File: config.mk
export PLATFORM = sky130hd
export DESIGN_NAME = bbc_regs
export DESIGN_NICKNAME = d
export VERILOG_FILES = /design/src/design/bbc_pkg.sv /design/src/design/bbc_regs.sv
export SDC_FILE = /design/constraint.sdc
export NUM_CORES = 1
export LEC_CHECK = 0
export BUFFER_PORTS_ARGS = -buffer_cell sky130_fd_sc_hd__buf_2
export CORE_MARGIN = 4
export CORE_UTILIZATION = 40
export CTS_BUF_LIST = sky130_fd_sc_hd__clkbuf_8
export DETAILED_ROUTE_END_ITERATION = 8
export GPL_TIMING_DRIVEN = 0
export PLACE_DENSITY = 0.69
export SYNTH_ARGS = -nofsm -noshare
export SYNTH_HDL_FRONTEND = slang
export SYNTH_SLANG_ARGS = --single-unit
File: constraint.sdc
create_clock -name clk_i -period 2.08 [get_ports clk_i]
set_clock_uncertainty 0.2 [all_clocks]
set_input_delay 0.416 -clock clk_i [delete_from_list [all_inputs] [get_ports clk_i]]
set_output_delay 0.416 -clock clk_i [all_outputs]
set_load 0.005 [all_outputs]
File: src/design/bbc_pkg.sv
// Package for the backlight boost configuration register bank
package bbc_pkg;
   // ----------------------------------------------------------------
   // Register addresses and defaults
   // ----------------------------------------------------------------
   localparam logic [7:0] BBC_ADDR_DIM_CFG   = 8'hA1;
   localparam logic [7:0] BBC_ADDR_BOOST_CFG = 8'hA2;
   localparam logic [7:0] BBC_RST_DIM_CFG    = 8'hF5;
   localparam logic [7:0] BBC_RST_BOOST_CFG  = 8'hBF;

   // ----------------------------------------------------------------
   // Field positions
   // ----------------------------------------------------------------
   localparam int BBC_FREQ_LSB   = 6;
   localparam int BBC_AUTO_BIT   = 5;
   localparam int BBC_THERM_LSB  = 3;
   localparam int BBC_RAMP_LSB   = 0;
   localparam int BBC_SPEED_HI   = 7;
   localparam int BBC_SPEED_LO   = 6;
   localparam int BBC_SPLIT_BIT  = 4;
   localparam int BBC_ADAPT_BIT  = 3;

   // ----------------------------------------------------------------
   // Timing
   // ----------------------------------------------------------------
   localparam int BBC_CLK_KHZ      = 25000;
   localparam logic [4:0] BBC_ADJ_DIV = 5'h10;

   // ----------------------------------------------------------------
   // Encodings
   // ----------------------------------------------------------------
   typedef enum logic [1:0] {
      BBC_F156  = 2'h0,
      BBC_F312  = 2'h1,
      BBC_F625  = 2'h2,
      BBC_F1250 = 2'h3
   } bbc_freq_t;

   typedef enum logic [2:0] {
      BBC_ST_LOAD = 3'h1,
      BBC_ST_WAIT = 3'h2,
      BBC_ST_RUN  = 3'h4
   } bbc_state_t;

   typedef struct packed {
      logic       we;
      logic [7:0] addr;
      logic [7:0] data;
   } bbc_wr_t;

   typedef struct packed {
      bbc_freq_t   switch_rate;
      logic        auto_dim;
      logic        derate_on;
      logic [7:0]  derate_temp_c;
      logic [15:0] ramp_ms;
      logic        light_load;
      logic        split_25;
      logic        headroom_tracking_enable;
   } bbc_cfg_t;
endpackage

File: src/design/bbc_regs.sv
// Backlight boost configuration registers and their decoded controls
`timescale 1ns/1ps
// Behaviour
// - Frequency field 00..11 selects 156, 312, 625, 1250 kHz boost switching.
// - Bit 5 of first register: 1 auto PWM+current dimming, 0 PWM only.
// - Thermal field 00 disables derating; 01/10/11 give 110/120/130 C.
// - Ramp code 000 applies a new brightness at once.
// - Ramp codes 001..111 give 50,75,100,150,200,300,500 ms.
// - Second register bit 7 set selects light-load adaptive boost mode.
// - Lower speed bit 0 adjusts every cycle, 1 every 16th cycle.
// - Split bit 0 selects 50 percent mode, 1 selects 25 percent.
// - Bit 3 zero uses fixed output voltage; one tracks driver headroom.
// - Written values take effect immediately, no commit needed.
// - At startup stored nonvolatile values load into the registers.
module bbc_regs
   import bbc_pkg::*;
(
   input  wire logic       clk_i,
   input  wire logic       rst_i,
   input  wire logic       ce_i,
   input  wire bbc_wr_t    wr_i,
   input  wire logic [7:0] rd_addr_i,
   input  wire logic [7:0] nvm_dim_i,
   input  wire logic [7:0] nvm_boost_i,
   input  wire logic       nvm_valid_i,
   input  wire logic       adj_tick_i,
   output logic [7:0]      rd_data_o,
   output logic            ready_o,
   output bbc_cfg_t        cfg_o,
   output logic            boost_adjust_o
);
   // ----------------------------------------------------------------
   // Storage and load sequencing
   // ----------------------------------------------------------------
   // Index 0 holds the dimming register, index 1 the boost register
   logic [7:0] regs_q [2];
   logic [7:0] dim_d;
   logic [7:0] boost_d;
   bbc_state_t state_q;
   bbc_state_t state_d;
   logic [3:0] adj_cnt_q;
   logic [3:0] adj_cnt_d;
   bbc_cfg_t   cfg_d;

   // ----------------------------------------------------------------
   // Helpers
   // ----------------------------------------------------------------
   function automatic logic addr_is(input logic [7:0] addr,
                                    input logic [7:0] target);
      addr_is = addr == target;
   endfunction

   // Sequencer waits only on the stored image, never on software
   function automatic bbc_state_t next_state(input bbc_state_t cur,
                                             input logic       nvm_ok);
      case (cur)
         BBC_ST_LOAD: begin
            next_state = BBC_ST_WAIT;
         end
         BBC_ST_WAIT: begin
            next_state = nvm_ok ? BBC_ST_RUN : BBC_ST_WAIT;
         end
         BBC_ST_RUN: begin
            next_state = BBC_ST_RUN;
         end
         default: begin
            next_state = BBC_ST_LOAD;
         end
      endcase
   endfunction

   function automatic logic [15:0] ramp_ms(input logic [2:0] code);
      case (code)
         3'h1:    ramp_ms = 16'h0032;
         3'h2:    ramp_ms = 16'h004B;
         3'h3:    ramp_ms = 16'h0064;
         3'h4:    ramp_ms = 16'h0096;
         3'h5:    ramp_ms = 16'h00C8;
         3'h6:    ramp_ms = 16'h012C;
         3'h7:    ramp_ms = 16'h01F4;
         default: ramp_ms = 16'h0000;
      endcase
   endfunction

   function automatic logic [7:0] derate_c(input logic [1:0] code);
      case (code)
         2'h1:    derate_c = 8'h6E;
         2'h2:    derate_c = 8'h78;
         2'h3:    derate_c = 8'h82;
         default: derate_c = 8'h00;
      endcase
   endfunction

   // ----------------------------------------------------------------
   // Write and load decode
   // ----------------------------------------------------------------
   wire logic       hit_dim   = addr_is(wr_i.addr, BBC_ADDR_DIM_CFG);
   wire logic       hit_boost = addr_is(wr_i.addr, BBC_ADDR_BOOST_CFG);
   wire logic       run       = state_q == BBC_ST_RUN;
   // Early writes are dropped: the image load would clobber them
   wire logic       wr_ok     = wr_i.we && run;
   wire logic       load_now  = state_q == BBC_ST_WAIT && nvm_valid_i;
   wire logic       wr_dim    = wr_ok && hit_dim;
   wire logic       wr_boost  = wr_ok && hit_boost;
   wire logic [7:0] dim       = regs_q[0];
   wire logic [7:0] boost     = regs_q[1];

   assign state_d = next_state(state_q, nvm_valid_i);
   assign dim_d   = load_now ? nvm_dim_i :
                    (wr_dim ? wr_i.data : dim);
   assign boost_d = load_now ? nvm_boost_i :
                    (wr_boost ? wr_i.data : boost);

   always_ff @(posedge clk_i or posedge rst_i) begin
      if (rst_i) begin
         state_q <= BBC_ST_LOAD;
      end else if (ce_i) begin
         state_q <= state_d;
      end
   end

   // Defaults hold until the stored image arrives
   always_ff @(posedge clk_i or posedge rst_i) begin
      if (rst_i) begin
         regs_q[0] <= BBC_RST_DIM_CFG;
         regs_q[1] <= BBC_RST_BOOST_CFG;
      end else if (ce_i) begin
         regs_q[0] <= dim_d;
         regs_q[1] <= boost_d;
      end
   end

   // ----------------------------------------------------------------
   // Field decode
   // ----------------------------------------------------------------
   wire logic [1:0] therm     = dim[BBC_THERM_LSB +: 2];
   wire logic [2:0] ramp_code = dim[BBC_RAMP_LSB +: 3];

   // Disabled derating reads as zero degrees
   always_comb begin
      cfg_d = '0;
      cfg_d.switch_rate = bbc_freq_t'(dim[BBC_FREQ_LSB +: 2]);
      cfg_d.auto_dim = dim[BBC_AUTO_BIT];
      cfg_d.derate_on = therm != 2'h0;
      cfg_d.derate_temp_c = derate_c(therm);
      // Zero ms means step straight to the target
      cfg_d.ramp_ms = ramp_ms(ramp_code);
      cfg_d.light_load = boost[BBC_SPEED_HI];
      cfg_d.split_25 = boost[BBC_SPLIT_BIT];
      cfg_d.headroom_tracking_enable = boost[BBC_ADAPT_BIT];
   end

   // ----------------------------------------------------------------
   // Read select and adjustment pacing
   // ----------------------------------------------------------------
   // Unmapped addresses read as zero
   wire logic [7:0] rd_sel =
      addr_is(rd_addr_i, BBC_ADDR_DIM_CFG)   ? dim   :
      addr_is(rd_addr_i, BBC_ADDR_BOOST_CFG) ? boost : 8'h00;

   wire logic [3:0] adj_last   = 4'(BBC_ADJ_DIV - 5'h01);
   // Slow mode trades loop response for less ripple at light load
   wire logic       every_16th = boost[BBC_SPEED_LO];
   wire logic       cnt_full   = adj_cnt_q == adj_last;
   wire logic       adj_fire   = adj_tick_i && (!every_16th || cnt_full);

   // Free running on every tick, so the 16th-cycle phase is not reset
   assign adj_cnt_d = adj_tick_i ? adj_cnt_q + 4'h1 : adj_cnt_q;

   // ----------------------------------------------------------------
   // Output registers
   // ----------------------------------------------------------------
   // Every output comes straight from a flop to keep the pins clean
   always_ff @(posedge clk_i or posedge rst_i) begin
      if (rst_i) begin
         rd_data_o <= 8'h00;
      end else if (ce_i) begin
         rd_data_o <= rd_sel;
      end
   end

   always_ff @(posedge clk_i or posedge rst_i) begin
      if (rst_i) begin
         ready_o <= 1'b0;
      end else if (ce_i) begin
         ready_o <= run;
      end
   end

   always_ff @(posedge clk_i or posedge rst_i) begin
      if (rst_i) begin
         cfg_o <= '0;
      end else if (ce_i) begin
         cfg_o <= cfg_d;
      end
   end

   always_ff @(posedge clk_i or posedge rst_i) begin
      if (rst_i) begin
         boost_adjust_o <= 1'b0;
      end else if (ce_i) begin
         boost_adjust_o <= adj_fire;
      end
   end

   always_ff @(posedge clk_i or posedge rst_i) begin
      if (rst_i) begin
         adj_cnt_q <= 4'h0;
      end else if (ce_i) begin
         adj_cnt_q <= adj_cnt_d;
      end
   end

endmodule

After elaboration in Yosys (flattened, before gate mapping)
Index checks and enable logic that the tools add are counted.
W data, S select, Z words.
{ "classes": {"addsub": 1, "n_mul": 0, "div": 0, "magnitude_cmp": 0, "eq_ne": 18, "shifts": 0, "n_mux": 10, "bitwise_logic": 0, "reduce_logical": 13} }
{ "op_table": {"columns": ["cell", "count"], "rows": [
  ["$pmux W9 S7", 1],
  ["$mux W8", 6],
  ["$eq A8 B8 Y1 const B", 4],
  ["$pmux W8 S3", 1],
  ["$eq A3 B3 Y1 const B", 5],
  ["$eq A3 B2 Y1 const B", 3],
  ["$pmux W3 S3", 1],
  ["$eq A3 B1 Y1 const B", 2],
  ["$reduce_and A2 Y1", 3],
  ["$reduce_bool A2 Y1", 3],
  ["$logic_and A1 B1 Y1", 5],
  ["$add A4 B1 Y4 const B", 1],
  ["$eq A2 B2 Y1 const B", 2],
  ["$eq A4 B4 Y1 const B", 1],
  ["$mux W3", 1],
  ["$eq A2 B1 Y1 const B", 1],
  ["$logic_not A1 Y1", 1],
  ["$logic_or A1 B1 Y1", 1]
]} }
{ "word_totals": {"ff_bits": 64, "latch_bits": 0, "mem_bits_rw": 0, "rom_bits": 0, "input_bits": 46, "output_inout_bits": 41, "wordCells": 57, "memories": 0} }

Depth between registers and ports, before layout
Gate-level depths: netlist of run 1.
{ "depth": {"ltp_word": 5, "mapped_depth": 5, "depth_no_buf": 5} }

Least setup slack after synthesis of run 1
OpenSTA, ideal clock, no wires.
{ "synth_path": {"path_type": "register to register", "startpoint": "reg state_q[2]", "endpoint": "reg regs_q (netlist bit boost[0])", "t_arrival_ns": 1.601, "required_ns": 1.798, "path_slack_ns": 0.196, "stages_incl_launch_ff": 6, "period_less_slack_ns": 1.884, "path_cell_list": "dfrtp_1 nor4bb_2 buf_6 buf_6 mux2_2 mux2_2"} }
{ "synth_via": {"elab_chain_cells": 5, "word_cells_on_any_way": 8} }
{ "synth_rtl": {"columns": ["element", "line", "text"], "rows": [
  ["from (decl)", "bbc_regs.sv:39", "bbc_state_t state_q;"],
  ["from (signal assigned)", "bbc_regs.sv:118", "state_q <= state_d;"],
  ["$eq A3 B3 Y1", "bbc_regs.sv:99", "wire logic run = state_q == BBC_ST_RUN;"],
  ["$logic_and A1 B1 Y1", "bbc_regs.sv:101", "wire logic wr_ok = wr_i.we && run;"],
  ["$logic_and A1 B1 Y1", "bbc_regs.sv:104", "wire logic wr_boost = wr_ok && hit_boost;"],
  ["$reduce_bool A2 Y1 (no source line)", null, null],
  ["$reduce_and A2 Y1 (no source line)", null, null],
  ["to (decl)", "bbc_regs.sv:36", "logic [7:0] regs_q [2];"]
]} }
Parallel ways exist; a longest one is shown, timed or not.
A chain may end at the register's enable or synchronous reset.

Worst setup path after layout of run 1
{ "layout_path": {"startpoint": "reg state_q[2]", "endpoint": "reg regs_q (netlist bit boost[3])"} }
Same word-level chain as after synthesis.

==> flow_summary.toml, run 1 <==
[detailed_routing]
vias = 2002
avgRoutedWirePerCell_um = 14.91
drt_pass1_iterations = 4
vias_per_cell = 4.859
drt_drc_violations_left = 0
antenna_left = 0
drc_marker_count_from_the_first_detailed_route_iteration = 65
drt_wl_total_um = 6141

[power]
pwr-share-clk = 0.179
net-switching-power_mw = 1.259
power.total_mw = 3.955
leakage_nw = 1.626
cell_internal_pwr_mw = 2.696
share_comb_of_total_power = 0.351
power.density_cell_area_nw_per_um2 = 1153
ir_drop_mv = 0.6356
p_seq_frac = 0.470
switching_share = 0.3183

[hold_path]
min_delay_path_depth = 3
hold_path_class = "in -> reg"

[global_route]
antenna_found_initial = 0
globalRouteMet3Util = 0.03917
groute.layer.met2.usage = 0.2502
grt_pass1_wl_um = 10160
use_met1 = 0.2080
global_route_layer_with_the_greatest_usage = "met2"
grt_util_all_layers = 0.1540
grt_start_max_net_pins = 30
first_global_vias = 2071
globalRouteOverflowTotal = 0

[synthesis]
post_synth_main_area_contributors = "dfrtp_1 (36%), mux2_2 (16%), dfstp_2 (13%)"
synth_sequential_area_ratio = 0.4984
synth_largest_type_area_fraction = 0.3645
cell_type_with_the_highest_aggregate_area_in_the_netlist = "dfrtp_1"
synthCells = 237
netlist_top_cells_count = "dfrtp_1 (40), mux2_2 (38), inv_1 (17), dfstp_2 (14), nor2_1 (13)"
ys.flop_type = "dfrtp_1"
yosys_register_bits = 54
syn_area_sq_um = 2746
synth-edff-count = 0
syn_avg_cell_area_sq_um = 11.59
ys_async_sr_fraction = 1.000
netlist-cell-type-count = 37
yosysMostFrequentCell = "dfrtp_1"
yosys_warnings = 0

[worst_setup_path]
crit_path_start_kind = "register"
cp_data_arrival_time_ps = 2030
worst_path_class_setup = "reg -> reg"
depth_of_the_most_critical_reg_to_reg_path = 5
end_kind = "register"
cp_required_ps = 2120
critical_path.max_fanout = 10

[timing]
holdWs_ps = 207.0
final.period_utilization = 0.9577
slew_limit_fails = 0
setup-violations-final = 0
worst_max_slew_pin_slew_ps = 800.2
hold_violations = 0
fmax_mhz = 502.0
unrepaired_setup_endpoints_after_global_routing = "false"
max_slew_margin = 0.4624
setup_total_negative_slack_ps = 0
layout_min_cycle_time_ps = 1992

[placed_design]
numPortBuffers = 78
dp.final_hpwl_um = 4716
gp_routability_congestion = 0.7243

[clock_tree]
buffer_cell_driving_the_clock_tree_root = "clkbuf_8"
insertion_delay_ps = 310
numClockSinks = 54
max-clock-path-buffers = 2
cts.reportedPaths.clkPinSlew_ps = 100
cts.htree.levels = 2
cts_inserted_buffers = 5
clock_tree_from_tritoncts = "done"

[job]
cap_violations = 0

[floorplanning]
design.core.area_sq_um = 6495
io-pin-count = 87
dieHeight_um = 90.86
fp-row-count = 29
die_area_sq_um = 8256
initial_core_util = 0.4228
die_x_um = 90.86

[cells_and_area]
final_nets = 386
total_inserted_antenna_cells = 0
post_route_cells_drive_above_1_share = 0.4896
area_growth_pct = 24.87

[run_status]
run_status = "completed"
final timing paths:
check	end	start	slack, ps
worst max-delay path	boost[3]$_DFFE_PP1P_	state_q[2]$_DFFE_PP0P_	90
worst min-delay path	state_q[1]$_DFFE_PP0P_	nvm_valid_i	210
worst max register to register	boost[3]$_DFFE_PP1P_	state_q[2]$_DFFE_PP0P_	90
worst min register to register	adj_cnt_q[3]$_DFFE_PP0P_	adj_cnt_q[3]$_DFFE_PP0P_	280
max in group asynchronous	dim[5]$_DFFE_PP1P_	rst_i	550
min in group asynchronous	cfg_o[7]$_DFFE_PP0P_	rst_i	500
cells in the final DEF, fill, tap and decap left out, types with 10 or more instances in the layout:
cell type,count
a21oi_1,10
nor2_1,13
inv_1,16
dfstp_2,14
buf_2,79
mux2_2,38
buf_4,13
dfrtp_1,39
nand3_1,12
o21ai_0,12
mux2i_1,10
power groups by stage:
stage | logic (mW) | clock network, mW | registers [mW]
2_1_floorplan | 0.914 | 0 | 1.84
3_3_place_gp | 1.34 | 0 | 1.86
3_5_place_dp | 1.39 | 0 | 1.88
4_1_cts | 1.42 | 0.735 | 1.86
5_1_grt | 1.56 | 0.779 | 1.93
6_report | 1.39 | 0.707 | 1.86
sequential cells by signal (all words and copies together), names as in the netlist:
signal,flops
dim,8
state_q,3
adj_cnt_q,4
ready_o,1
boost,8
boost_adjust_o,1
rd_data_o,8
cfg_o,21
per-layer routing:
metal | wire (um) | vias to the layer above | share of wire
met4 | 23 | 0 | 0.0037
met5 | 0 | - | 0
li1 | - | 993 | -
met2 | 2871 | 64 | 0.47
met3 | 330 | 2 | 0.054
met1 | 2915 | 943 | 0.47
through the flow:
step,worst slack (ps),std cells,utilization,cell area [sq um]
final,87.99,412,0.5280,3430
after global routing,11.91,412,0.5280,3430
after CTS,46.15,412,0.5273,3425
after detailed placement,-35.67,400,0.5049,3279
after global placement,-516.8,399,0.5018,3259
after floorplan,172.6,244,-,2773
worst max-delay path, cell delays in order (launching register included):
cell and delay [ps]:
dfrtp_2 460, nor4bb_2 320, buf_6 180, buf_8 160, mux2_2 360, mux2_2 260
repair_timing:
action                                  in CTS  in global routing
hold buffers                                 1                  0
setup buffers                                3                  0
endpoints found under the setup margin       1                  3
endpoints found under the hold margin       22                  0
gates resized for setup                      0                  2
area by class of cell:
type,instances,area [sq um]
Buffer,23,143.9
Multi-Input combinational cell,150,1200
Fill cell,609,3065
Inverter,17,63.81
Sequential cell,54,1370
Clock inverter,3,43.79
Timing Repair Buffer,83,442.9
Clock buffer,5,68.82
Tap cell,77,96.34
cells by family (layout without fill, tap and decap cells):
kind of cell	after synthesis	after routing	synth area share
flip-flops	54	54	0.4984
multiplexers	49	49	0.1964
AND/OR/NAND/NOR	46	46	0.1007
buffers and inverters	40	131	0.07426
AO/OA/AOI/OAI	38	38	0.09203
adder cells (fa/ha/maj)	6	6	0.02733
XOR/XNOR	3	3	0.009569
other	1	8	0.001365
Power figures use the tool's default switching activity.
==> run 2, diff against run 1 <==
--- a/config.mk
+++ b/config.mk
@@ -5,6 +5,7 @@
 export SDC_FILE = /design/constraint.sdc
 export NUM_CORES = 1
 export LEC_CHECK = 0
+export ABC_AREA = 1
 export BUFFER_PORTS_ARGS = -buffer_cell sky130_fd_sc_hd__buf_2
 export CORE_MARGIN = 4
 export CORE_UTILIZATION = 40
==> constraint.sdc (replaced) <==
create_clock -name clk_i -period 2.6 [get_ports clk_i]
set_clock_uncertainty 0.2 [all_clocks]
set_input_delay 0.52 -clock clk_i [delete_from_list [all_inputs] [get_ports clk_i]]
set_output_delay 0.52 -clock clk_i [all_outputs]
set_load 0.005 [all_outputs]
==> flow_summary.toml, run 2 <==
[cells_and_area]
registers.top_by_ff_count = "cfg_o"
largest_register_ffs = 21
total_inserted_antenna_cells = 0
layout.cells.most_common = "nand2_1"
most_frequent_cells_in_the_layout = "nand2_1 (150), buf_2 (83), dfrtp_1 (40), nand3_1 (38), nand4_1 (19)"
post_route_cells_drive_above_1_share = 0.3020
area_growth_pct = 22.54
final_nets = 498
final-instance-count-excl-fill = 543

[synthesis]
synth_largest_type_area_fraction = 0.3521
netlist-cell-type-count = 30
synth-edff-count = 0
ys_async_sr_fraction = 1.000
synth_sequential_area_ratio = 0.4815
syn_area_sq_um = 2843
yosys_warnings = 0
netlist_top_cells_count = "nand2_1 (150), dfrtp_1 (40), nand3_1 (38), nand4_1 (19)"
post_synth_main_area_contributors = "dfrtp_1 (35%), nand2_1 (20%), dfstp_2 (13%)"
syn_avg_cell_area_sq_um = 8.008
cell_type_with_the_highest_aggregate_area_in_the_netlist = "dfrtp_1"
yosysMostFrequentCell = "nand2_1"
yosys_register_bits = 54
ys.flop_type = "dfrtp_1"
synthCells = 355

[floorplanning]
initial_core_util = 0.4161
die_area_sq_um = 8519
io-pin-count = 87
dieHeight_um = 92.30
fp-row-count = 30
die_x_um = 92.30
design.core.area_sq_um = 6832

[worst_setup_path]
critical_path.cell_chain = "buf_4 > buf_2"
critPathMaxStageDelay_ps = 420
cp.buffers_inverters = 2
timing.critical_path.slowest_stage_cell = "dfrtp_1"
depth_of_the_most_critical_reg_to_reg_path = 8
timing.critical_path.depth = 2
critical_path.max_fanout = 4
cp_top_family = "flip-flops"
worst_path_class_setup = "reg -> out"
cp_required_ps = 1880
cp_data_arrival_time_ps = 970
crit_path_start_kind = "register"
end_kind = "primary output"

[placed_design]
gp_routability_congestion = 0.8312
dp_worst_setup_slack_ps = 781.9
numPortBuffers = 76
dp.final_hpwl_um = 5295
numPlacedInstances = 535

[detailed_routing]
drc_marker_count_from_the_first_detailed_route_iteration = 168
drt_pass1_iterations = 4
vias = 2554
drt_wl_total_um = 6788
antenna_left = 0
avgRoutedWirePerCell_um = 12.50
drt_drc_violations_left = 0
vias_per_cell = 4.703

[timing]
setup-violations-final = 0
final.period_utilization = 0.6509
unrepaired_setup_endpoints_after_global_routing = "false"
worst_max_slew_pin_slew_ps = 539.4
hold_violations = 0
max_slew_margin = 0.6398
layout_min_cycle_time_ps = 1692
slew_limit_fails = 0
holdWs_ps = 40.28
fmax_mhz = 590.9
worst_slack_ps = 907.6

[power]
leakage_nw = 1.956
power.density_cell_area_nw_per_um2 = 855.9
power.total_mw = 2.981
ir_drop_mv = 0.4302

[clock_tree]
insertion_delay_ps = 310
cts_setup_buffers = 0
max-clock-path-buffers = 2
clock_tree_from_tritoncts = "done"
cts.reportedPaths.clkPinSlew_ps = 100
cts.htree.levels = 2
postCtsResizedCells = 0
buffer_cell_driving_the_clock_tree_root = "clkbuf_8"
numClockSinks = 54
cts_inserted_buffers = 5
cts-hold-fix-buffers = 0

[global_route]
grt_pass1_wl_um = 11410
first_global_vias = 2488
grt_start_max_net_pins = 31
globalRouteOverflowTotal = 0
grt_util_all_layers = 0.1639
antenna_found_initial = 0

[job]
cap_violations = 0

[run_status]
run_status = "completed"

[hold_path]
hold_path_class = "in -> async"
## run 2: cell type report
type	instances	area [sq um]
Multi-Input combinational cell	265	1270
Sequential cell	54	1369
Inverter	16	60.06
Clock buffer	5	68.82
Buffer	27	170.2
Tap cell	96	120.1
Fill cell	698	3348
Clock inverter	3	25.02
Timing Repair Buffer	77	400.4
## run 2: cell families after synthesis
logic type,after synthesis,share of synthesized area
XOR/XNOR,3,0.009245
buffers and inverters,43,0.08099
multiplexers,1,0.003961
adder cells (fa/ha/maj),6,0.02641
flip-flops,54,0.4815
AND/OR/NAND/NOR,230,0.3636
other,1,0.001319
AO/OA/AOI/OAI,17,0.03301
## run 2: worst reg2reg max path: cells and delay by family (launching register included)
kind / cells / cell delay (ps)
simple gates: 7 / 820
flops: 1 / 380
buf+inv: 1 / 110
## run 2: path summary, 6_finish.rpt
kind,start,to,slack [ps]
max in group asynchronous,rst_i,boost[2]$_DFFE_PP1P_,1540
max,cfg_o[25]$_DFFE_PP0P_,cfg_o[24],910
min in group clk_i,boost[2]$_DFFE_PP1P_,boost[2]$_DFFE_PP1P_,270
max reg2reg,state_q[1]$_DFFE_PP0P_,dim[1]$_DFFE_PP0P_,990
min,rst_i,cfg_o[25]$_DFFE_PP0P_,40
min reg2reg,boost[2]$_DFFE_PP1P_,boost[2]$_DFFE_PP1P_,270
## run 2: report_power, final
part | internal, mW | switching (mW) | total (mW) | leakage [nW]
Sequential | 1.23 | 0.242 | 1.48 | 0.666
Clock | 0.195 | 0.290 | 0.485 | 0.0447
Combinational | 0.442 | 0.579 | 1.02 | 1.25
## run 2: per-layer routing
| layer | wire length, um | GRT usage | up-vias |
|---|---|---|---|
| met3 | 339 | 0.03331 | 6 |
| met2 | 3052 | 0.2713 | 82 |
| li1 | - | - | 1312 |
| met4 | 47 | 0.03094 | 0 |
| met1 | 3347 | 0.2241 | 1154 |
| met5 | 0 | 0 | - |
## run 2: metrics by stage
stage                     TNS, ps  cell area (sq um)  utilization
after CTS                       0               3483       0.5099
after global routing            0               3483       0.5099
after global placement      -2662               3369       0.4932
final                           0               3483       0.5099
after floorplan                 0               2869            -
after detailed placement        0               3390       0.4962
